`config.mk`:
```
export PLATFORM = sky130hd
export DESIGN_NAME = uart_mp_port
export DESIGN_NICKNAME = d
export VERILOG_FILES = /design/src/core/uart_mp_pkg.sv /design/src/core/uart_mp_port.sv
export SDC_FILE = /design/constraint.sdc
export NUM_CORES = 1
export LEC_CHECK = 0
export ABC_AREA = 1
export BUFFER_PORTS_ARGS = -buffer_cell sky130_fd_sc_hd__buf_2
export CORE_ASPECT_RATIO = 0.7
export CORE_UTILIZATION = 50
export CTS_BUF_LIST = sky130_fd_sc_hd__clkbuf_4
export DETAILED_ROUTE_END_ITERATION = 10
export PLACE_DENSITY = 0.86
export SETUP_SLACK_MARGIN = 0.02
export SLEW_MARGIN = 10
export SYNTH_ARGS = -nofsm -noshare
export SYNTH_HDL_FRONTEND = slang
export SYNTH_SLANG_ARGS = --single-unit
```
`constraint.sdc`:
```
create_clock -name clk_i -period 1.8 [get_ports clk_i]
set_input_delay 0.36 -clock clk_i [delete_from_list [all_inputs] [get_ports clk_i]]
set_output_delay 0.36 -clock clk_i [all_outputs]
set_load 0.03 [all_outputs]
```
`src/core/uart_mp_pkg.sv`:
```
// Constants and types for the multiprocessor serial port block.
// Assumes a 50 MHz clock and a classic Wishbone register bus.
package uart_mp_pkg;

    // Register indices; byte address is four times the index
    localparam logic [7:0] IDX_SERIAL_CONTROL = 8'h98;
    localparam logic [7:0] IDX_SERIAL_BUFFER = 8'h99;
    localparam logic [7:0] IDX_SLAVE_ID = 8'ha9;
    localparam logic [7:0] IDX_SLAVE_MASK = 8'hb9;
    localparam logic [7:0] IDX_POWER_CONTROL = 8'hc0;
    localparam logic [7:0] IDX_IRQ_ENABLE0 = 8'hc1;

    // Field positions in the control register
    localparam int SC_MODE0 = 7;
    localparam int SC_MODE1 = 6;
    localparam int SC_MPEN = 5;
    localparam int SC_RXALLOW = 4;
    localparam int SC_TB8 = 3;
    localparam int SC_RB8 = 2;
    localparam int SC_TI = 1;
    localparam int SC_RI = 0;
    // Field positions in power control and irq enable
    localparam int PC_FCS = 6;
    localparam int IE_GLOBAL = 7;
    localparam int IE_SERIAL = 4;

    // Values after reset
    localparam logic [7:0] SLAVE_ID_RST = 8'h00;
    localparam logic [7:0] SLAVE_MASK_RST = 8'h00;
    localparam logic [7:0] BUFFER_RST = 8'h00;
    localparam logic [10:0] TX_IDLE_RST = 11'h7ff;

    // Mode codes {mode bit0, mode bit1}
    localparam logic [1:0] MODE_SHIFT = 2'h0;
    localparam logic [1:0] MODE_ASYNC8 = 2'h1;

    // Bit timing
    localparam int CLK_HZ = 50000000;
    localparam int BAUD_BPS = 115200;
    localparam int OVERSAMPLE = 16;
    localparam int BAUD_DIV = CLK_HZ / (BAUD_BPS * OVERSAMPLE);
    localparam logic [7:0] BAUD_DIV_LAST = 8'(BAUD_DIV - 1);
    localparam logic [3:0] PHASE_MID = 4'h7;
    localparam logic [3:0] PHASE_LAST = 4'hf;
    localparam logic [3:0] FRAME_BITS_8 = 4'ha;
    localparam logic [3:0] FRAME_BITS_9 = 4'hb;
    localparam logic [3:0] RX_NINTH_IDX = 4'h8;
    localparam logic [3:0] RX_STOP9_IDX = 4'h9;

    typedef enum logic [1:0] {
        RX_IDLE,
        RX_START,
        RX_DATA
    } rx_state_t;

endpackage : uart_mp_pkg

```
`src/core/uart_mp_port.sv`:
```
// Serial port with ninth-bit multiprocessor filtering and address match.
// Assumes a classic Wishbone master and an asynchronous rxd line.
//
// Notes on behaviour
// - Modes 2 and 3 with multiproc_enable filter frames by their ninth bit.
// - Filtering on: ninth bit zero frames dropped, no flag, no rx_ninth_bit.
// - Matching address frame sets rx_ninth_bit and receive-done, raising interrupt.
// - Address recognition on: receive-done only for frames matching this device.
// - Mode 1 filtering: stop bit marks address; needs match and valid stop.
// - Mode 0: multiproc_enable has no effect, no filtering or recognition.
// - Given match compares received address to slave_id only where mask is one.
// - Mask all ones matches only the exact slave_id value and, by broadcast, 8'hff.
// - Broadcast is id OR mask; its one bits must be received as one.
// - Address accepted on given or broadcast match.
// - Reset clears slave_id and slave_mask, so every address matches.
// - Receive-done OR transmit-done forms the interrupt; only software clears them.
// - Interrupt reaches core only with serial and global enables set.
// - With frame_check_select, bit 7 reads frame_stop_error; hardware sets, software clears.
// - Bits 7 and 6 hold the mode bits; bit 7 mode only without frame check.
// - Bit 4 rx_allow permits reception; zero keeps receiver idle.
// - Modes 2 and 3 send tx_ninth_bit as ninth bit; unused in modes 0, 1.
// - rx_ninth_bit takes stop bit in mode 1, ninth bit in modes 2 and 3.
// - Transmit-done set after last data bit shifted out, held until cleared.
// - Receive-done set at end of frame, at stop or ninth bit.
// - Modes 2 and 3 frame: start, eight data LSB first, ninth, stop.
// - Writing the buffer when idle and not in mode 0 starts sending with current mode and ninth bit.
// - Buffer reads give last received byte; writes give byte to send.
// - Frame check on: receive-done at stop bit; valid stops never clear error.
//
// The Wishbone register port was chosen for this implementation.
`timescale 1ns/100ps
module uart_mp_port
    import uart_mp_pkg::*;
(
    input wire logic clk_i,
    input wire logic rst_i,
    input wire logic [11:0] adr_i,
    input wire logic [31:0] dat_i,
    output logic [31:0] dat_o,
    input wire logic we_i,
    input wire logic [3:0] sel_i,
    input wire logic cyc_i,
    input wire logic stb_i,
    output logic ack_o,
    input wire logic rxd_i,
    output logic txd_o,
    output logic irq_o
);

    typedef struct packed {
        logic [1:0] mode;
        logic mp_en;
        logic rx_allow;
        logic tb8;
        logic rb8;
        logic ti;
        logic ri;
        logic fe;
        logic fcs;
        logic es;
        logic ea;
        logic [7:0] rx_buf;
        logic [7:0] slave_id;
        logic [7:0] slave_mask;
        logic [7:0] div_cnt;
        logic tx_busy;
        logic [11:0] tx_shift;
        logic [3:0] tx_cnt;
        logic [3:0] tx_phase;
        rx_state_t rx_state;
        logic [3:0] rx_phase;
        logic [3:0] rx_idx;
        logic [7:0] rx_data;
        logic rx_ninth;
        logic rxd_m;
        logic rxd_s;
        logic rxd_p;
        logic ack;
        logic [7:0] dat;
    } state_t;

    state_t state_q;
    state_t state_d;

    // Given or broadcast address match
    function automatic logic addr_match(
        input logic [7:0] rx,
        input logic [7:0] id,
        input logic [7:0] mask
    );
        logic [7:0] bcast;
        logic given_hit;
        logic bcast_hit;
        bcast = id | mask;
        given_hit = (((rx ^ id) & mask) == 8'h00);
        bcast_hit = ((rx & bcast) == bcast);
        return given_hit | bcast_hit;
    endfunction : addr_match

    // Next state: bus, divider, transmitter and receiver
    always_comb begin
        logic tick;
        logic bus_wr;
        logic [7:0] idx;
        logic [7:0] wbyte;
        logic [7:0] rdata;
        logic mp_on;
        logic nine;
        logic bit_in;
        logic mark;
        logic [3:0] stop_idx;
        logic [3:0] dec_idx;
        logic tx_done_set;
        logic rx_done_set;
        logic fe_set;
        tick = 1'b0;
        bus_wr = 1'b0;
        idx = adr_i[9:2];
        wbyte = dat_i[7:0];
        rdata = 8'h00;
        mp_on = 1'b0;
        nine = 1'b0;
        bit_in = 1'b0;
        mark = 1'b0;
        stop_idx = RX_NINTH_IDX;
        dec_idx = RX_NINTH_IDX;
        tx_done_set = 1'b0;
        rx_done_set = 1'b0;
        fe_set = 1'b0;
        state_d = state_q;

        // Oversampling enable, one pulse per sixteenth of a bit
        tick = (state_q.div_cnt == BAUD_DIV_LAST);
        state_d.div_cnt = tick ? 8'h00 : state_q.div_cnt + 8'h01;

        // Two-stage synchroniser on the receive line
        state_d.rxd_m = rxd_i;
        state_d.rxd_s = state_q.rxd_m;
        // Previous synchronised level, for falling-edge start detection
        state_d.rxd_p = state_q.rxd_s;

        // Mode 0 shifter is absent, so filtering only in async modes
        mp_on = state_q.mp_en && (state_q.mode != MODE_SHIFT);
        nine = (state_q.mode != MODE_SHIFT) && (state_q.mode != MODE_ASYNC8);

        // Read mux, captured as the ack is raised
        unique case (idx)
            IDX_SERIAL_CONTROL: begin
                rdata[SC_MODE0] = state_q.fcs ? state_q.fe : state_q.mode[1];
                rdata[SC_MODE1] = state_q.mode[0];
                rdata[SC_MPEN] = state_q.mp_en;
                rdata[SC_RXALLOW] = state_q.rx_allow;
                rdata[SC_TB8] = state_q.tb8;
                rdata[SC_RB8] = state_q.rb8;
                rdata[SC_TI] = state_q.ti;
                rdata[SC_RI] = state_q.ri;
            end
            IDX_SERIAL_BUFFER: rdata = state_q.rx_buf;
            IDX_SLAVE_ID: rdata = state_q.slave_id;
            IDX_SLAVE_MASK: rdata = state_q.slave_mask;
            IDX_POWER_CONTROL: rdata[PC_FCS] = state_q.fcs;
            IDX_IRQ_ENABLE0: begin
                rdata[IE_GLOBAL] = state_q.ea;
                rdata[IE_SERIAL] = state_q.es;
            end
            default: rdata = 8'h00;
        endcase

        // Ack one cycle after the request; write lands on the ack edge
        state_d.ack = cyc_i && stb_i && !state_q.ack;
        state_d.dat = rdata;
        bus_wr = cyc_i && stb_i && we_i && state_q.ack && sel_i[0];

        // Software writes; hardware sets below take priority
        if (bus_wr) begin
            unique case (idx)
                IDX_SERIAL_CONTROL: begin
                    if (state_q.fcs) begin
                        state_d.fe = wbyte[SC_MODE0];
                    end else begin
                        state_d.mode[1] = wbyte[SC_MODE0];
                    end
                    state_d.mode[0] = wbyte[SC_MODE1];
                    state_d.mp_en = wbyte[SC_MPEN];
                    state_d.rx_allow = wbyte[SC_RXALLOW];
                    state_d.tb8 = wbyte[SC_TB8];
                    state_d.rb8 = wbyte[SC_RB8];
                    state_d.ti = wbyte[SC_TI];
                    state_d.ri = wbyte[SC_RI];
                end
                IDX_SERIAL_BUFFER: begin
                    // A write while a frame is going out is dropped
                    if (!state_q.tx_busy && state_q.mode != MODE_SHIFT) begin
                        state_d.tx_busy = 1'b1;
                        // Idle slot first, so the start bit begins on a tick
                        state_d.tx_phase = PHASE_LAST;
                        state_d.tx_cnt = nine ? FRAME_BITS_9 + 4'h1 : FRAME_BITS_8 + 4'h1;
                        // Mode 1 puts a stop bit in the ninth slot
                        state_d.tx_shift = {1'b1, nine ? state_q.tb8 : 1'b1,
                                            wbyte, 1'b0, 1'b1};
                    end
                end
                IDX_SLAVE_ID: state_d.slave_id = wbyte;
                IDX_SLAVE_MASK: state_d.slave_mask = wbyte;
                IDX_POWER_CONTROL: state_d.fcs = wbyte[PC_FCS];
                IDX_IRQ_ENABLE0: begin
                    state_d.ea = wbyte[IE_GLOBAL];
                    state_d.es = wbyte[IE_SERIAL];
                end
                default: state_d.dat = state_d.dat;
            endcase
        end

        // Transmit shifter, LSB first, one bit per sixteen ticks
        if (state_q.tx_busy && tick) begin
            state_d.tx_phase = state_q.tx_phase + 4'h1;
            if (state_q.tx_phase == PHASE_LAST) begin
                state_d.tx_shift = {1'b1, state_q.tx_shift[11:1]};
                state_d.tx_cnt = state_q.tx_cnt - 4'h1;
                // Stop bit now on the line: last data bit is out
                if (state_q.tx_cnt == 4'h2) begin
                    tx_done_set = 1'b1;
                end
                if (state_q.tx_cnt == 4'h1) begin
                    state_d.tx_busy = 1'b0;
                end
            end
        end

        // Receiver
        stop_idx = nine ? RX_STOP9_IDX : RX_NINTH_IDX;
        // Without frame check a nine-bit frame is decided at its ninth bit
        dec_idx = (nine && !state_q.fcs) ? RX_NINTH_IDX : stop_idx;
        bit_in = state_q.rxd_s;
        unique case (state_q.rx_state)
            RX_IDLE: begin
                // Falling edge of the line starts a frame
                // A low stop bit left on the line must not start a new frame
                if (state_q.rx_allow && state_q.mode != MODE_SHIFT && state_q.rxd_p &&
                        !state_q.rxd_s) begin
                    state_d.rx_state = RX_START;
                    state_d.rx_phase = 4'h0;
                end
            end
            RX_START: begin
                if (tick) begin
                    state_d.rx_phase = state_q.rx_phase + 4'h1;
                    if (state_q.rx_phase == PHASE_MID) begin
                        // A glitch shorter than half a bit is ignored
                        state_d.rx_state = bit_in ? RX_IDLE : RX_DATA;
                        state_d.rx_phase = 4'h0;
                        state_d.rx_idx = 4'h0;
                    end
                end
            end
            RX_DATA: begin
                if (tick) begin
                    state_d.rx_phase = state_q.rx_phase + 4'h1;
                    if (state_q.rx_phase == PHASE_LAST) begin
                        state_d.rx_idx = state_q.rx_idx + 4'h1;
                        if (state_q.rx_idx < RX_NINTH_IDX) begin
                            state_d.rx_data = {bit_in, state_q.rx_data[7:1]};
                        end
                        if (nine && state_q.rx_idx == RX_NINTH_IDX) begin
                            state_d.rx_ninth = bit_in;
                        end
                        // Marker: ninth bit in 9-bit modes, stop bit in mode 1
                        if (nine && state_q.rx_idx != RX_NINTH_IDX) begin
                            mark = state_q.rx_ninth;
                        end else begin
                            mark = bit_in;
                        end
                        if (state_q.rx_idx == dec_idx) begin
                            // Zero marker or foreign address is dropped silently
                            if (!mp_on || (mark && addr_match(state_q.rx_data,
                                    state_q.slave_id, state_q.slave_mask))) begin
                                state_d.rx_buf = state_q.rx_data;
                                state_d.rb8 = mark;
                                rx_done_set = 1'b1;
                            end
                        end
                        if (state_q.rx_idx == stop_idx) begin
                            fe_set = state_q.fcs && !bit_in;
                            state_d.rx_state = RX_IDLE;
                        end
                    end
                end
            end
            default: state_d.rx_state = RX_IDLE;
        endcase

        // Hardware sets win over a software clear in the same cycle
        if (tx_done_set) begin
            state_d.ti = 1'b1;
        end
        if (rx_done_set) begin
            state_d.ri = 1'b1;
        end
        if (fe_set) begin
            state_d.fe = 1'b1;
        end
    end

    // State register with synchronous reset
    always_ff @(posedge clk_i) begin
        if (rst_i) begin
            state_q <= '0;
            state_q.slave_id <= SLAVE_ID_RST;
            state_q.slave_mask <= SLAVE_MASK_RST;
            state_q.rx_buf <= BUFFER_RST;
            state_q.tx_shift <= {1'b1, TX_IDLE_RST};
            state_q.rx_state <= RX_IDLE;
            state_q.rxd_m <= 1'b1;
            state_q.rxd_s <= 1'b1;
            state_q.rxd_p <= 1'b1;
        end else begin
            state_q <= state_d;
        end
    end

    // Outputs from the state register
    assign dat_o = {24'h000000, state_q.dat};
    assign ack_o = state_q.ack;
    assign txd_o = state_q.tx_shift[0];
    // Both done flags share one request, gated by two enables
    assign irq_o = (state_q.ri | state_q.ti) & state_q.es & state_q.ea;

endmodule : uart_mp_port

```
==> results.cfg <==
[yosys]
ys_ff_latch = 96
synth_area_leaders = dfxtp_1 39%, nand2_1 9.3%, a21oi_1 7.7%
synth_fa_ha_area_share_pct = 3.340
yosysWarnings = 0
synth_cell_types = 38
synth_compound_area_share_pct = 17.63
syn_area_sq_um = 4870
synth-xor-area-share_pct = 1.259
synth_most_common_cell = nand2_1
synth_cells = 683
ys_dominant_reg_cell = dfxtp_1
synth_simple_gate_area_share_pct = 23.95
yosys.area.top_type = dfxtp_1
synth_top_area_share_pct = 39.47
yosysSeqAreaShare_pct = 39.47
avgSynthCellArea_sq_um = 7.130
muxShareOfSynthArea_pct = 0
async_flop_share_pct = 0
synth_edf_count = 0
synth_common_cells = 121 x nand2_1, 96 x dfxtp_1, 93 x inv_1, 75 x a21oi_1, 56 x o21ai_0
synth_top_family_by_area = simple AND/OR/NAND/NOR gates

[clocking]
path_clk_slew_ns = 0.16
cts_tree = yes
clock_sinks = 96
root_buffer = clkbuf_4
cts_buffers = 9
h-tree-depth = 3
clockBufferDepth = 2
clk_latency_ns = 0.47

[place]
dpl_cell_area_sq_um = 5265
gp_congestion = 0.9315
dpl.hpwl_um = 9052
place_ws_ns = 0.01132
place.port_buffers = 33

[global_routing]
overflow = 0
antenna_found_initial = 0
grt_max_degree = 65
grt_use_total_pct = 25.07
grt_pass1_wl_um = 20060
grt_pass1_vias = 4218

[worst_setup_path]
cp_max_fo = 8
crit_type = reg2reg
r2r_start = state_q[52]
arrival_ns = 2.18
reg2reg_setup_slack_ns = 0.005
required_ns = 2.19
crit_path_start_kind = flop
crit_path_end_kind = flop
rr_worst_depth = 13
worstReg2RegEnd = state_q[82]

[die]
ios = 89
core_area_sq_um = 9253
rows = 29
fp.dieW_um = 120.0
initial_core_util_pct = 52.63
die_h_um = 84.57
fp.dieArea_sq_um = 10140

[cells_and_area]
diodes = 0
fillers = 781
drive_gt1_share_pct = 17.97
fin_area_sq_um = 5584
nets = 802
postLayoutCoreUtil_pct = 60.35
syn_to_final_growth_pct = 14.67

[sta]
rsz0062_at_grt = yes
finalClockSkew_ns = 0.02465
fin_ws_ns = 0.005270
post-route-period-util_pct = 99.71
maxSlewViolCount = 0
post-route-min-period_ns = 1.795
hold_viol = 0
fin_hold_ws_ns = 0.07327
fmax_mhz = 557.2
setup_viol = 0

[outcome]
status = finished clean

[route]
firstDrtPassIters = 5
detail_route.wl_per_cell_um = 14.43
drc = 0
vias = 4709
vias_per_cell = 5.450
drt_iter0_drc = 437
ant_nets = 0
totalWireLength_um = 12470

[power_and_ir_drop]
total_power_mw = 4.321
p_leak_nw = 2.363
p_per_area_nw_per_um2 = 773.9
ir_worst_vdd_uv = 476.6

[flow_run]
max_cap_violations = 0

[min_path]
holdCritStartpoint = rxd_i
hold_class = in2reg
hold_end = state_d[10]
min_path_cells = 2
-- worst max-delay path by stage --
stage,startpoint,to,slack (ns),cells past startpoint
2_1_floorplan,state_q[52],state_q[19],0.1,12
3_3_place_gp,adr_i[3],dat_o[4],0.08,9
3_5_place_dp,adr_i[7],state_q[90],0.01,14
4_1_cts,state_q[22],state_q[83],0.04,11
5_1_grt,state_q[52],state_q[82],-0.1,13
6_report,state_q[52],state_q[82],0.005,13
-- area by class of cell --
type                    count  area (sq um)  area share, %
clock buffers               9         67.56          1.210
clock inverters             7         126.4          2.263
inverters                  97         366.6          6.565
multi-input cells         461          2444          43.76
flip-flops and latches     96          1931          34.57
well taps                 124         155.1          2.778
repair buffers             70         494.2          8.851
-- cells in the final DEF, fill, tap and decap left out, drive strengths merged --
| cell type | Yosys | layout |
|---|---|---|
| a31oi | 3 | 3 |
| ha | 13 | 13 |
| a21oi | 75 | 75 |
| buf | 40 | 70 |
| or2 | 5 | 5 |
| nor3b | 2 | 2 |
| nand2 | 123 | 123 |
| nand3 | 54 | 54 |
| inv | 95 | 97 |
| o31ai | 1 | 1 |
| o211ai | 11 | 11 |
| nand4 | 7 | 7 |
| clkbuf | 12 | 9 |
| clkinv | 2 | 3 |
| nor3 | 19 | 19 |
| xor2 | 5 | 5 |
| xnor2 | 2 | 2 |
| o21ai | 59 | 59 |
| a211oi | 2 | 2 |
| nor2 | 46 | 46 |
| o22ai | 8 | 8 |
| conb | 1 | 24 |
| o311a | 1 | 1 |
| nor4 | 1 | 1 |
| bufinv | 0 | 3 |
| dfxtp | 96 | 96 |
| clkinvlp | 0 | 1 |
-- registers in the layout (all words and copies together) (netlist names) --
signal,count
state_d,2
txd_o,1
dat_o,8
state_q,84
ack_o,1
-- worst max-delay path, stage by stage (launching register included) --
cell and delay (ns):
dfxtp_2 0.35, inv_2 0.05, ha_4 0.12, nand2_2 0.05
nor2_2 0.11, nand2_2 0.11, nor2_4 0.16, nand3_4 0.08
buf_6 0.14, nor3_4 0.16, buf_6 0.18, nand3_1 0.10
nand2_1 0.07, nor2_1 0.04
-- per-stage QoR --
stage	TNS, ns	cells
after floorplan	0	706
after global placement	0	847
after detailed placement	0	847
after CTS	0	863
after global routing	-0.6558	864
final	0	864
-- logic make-up (layout without fill, tap and decap cells) --
family,Yosys count,after routing
and+or+nand+nor,257,257
buffers and inverters,149,183
DFF,96,96
xor gates and xnor gates,7,7
adders and majority gates,13,13
AOI/OAI and AO/OA,160,160
other,1,24
-- per-layer routing --
layer	vias up	part of all wire (%)	global-route usage [%]	wire (um)
li1	2295	-	-	-
met1	2152	41	33.15	5162
met2	235	45	39.50	5591
met3	27	12	7.541	1476
met4	0	1.9	7.159	235
met5	-	0	0	0
-- power by group --
| group | switching (mW) | internal (mW) |
|---|---|---|
| combinational | 0.405 | 0.197 |
| clock | 0.775 | 0.719 |
| sequential | 0.0502 | 2.18 |
-- repair_timing --
item | 4_1_cts | 5_1_grt
endpoints found under the setup margin | 1 | 37
hold buffers | 0 | 0
resized for setup | 2 | 41
pin swaps | 0 | 14
buffers inserted | 0 | 2
No activity file was read; power rests on OpenSTA's default activity.
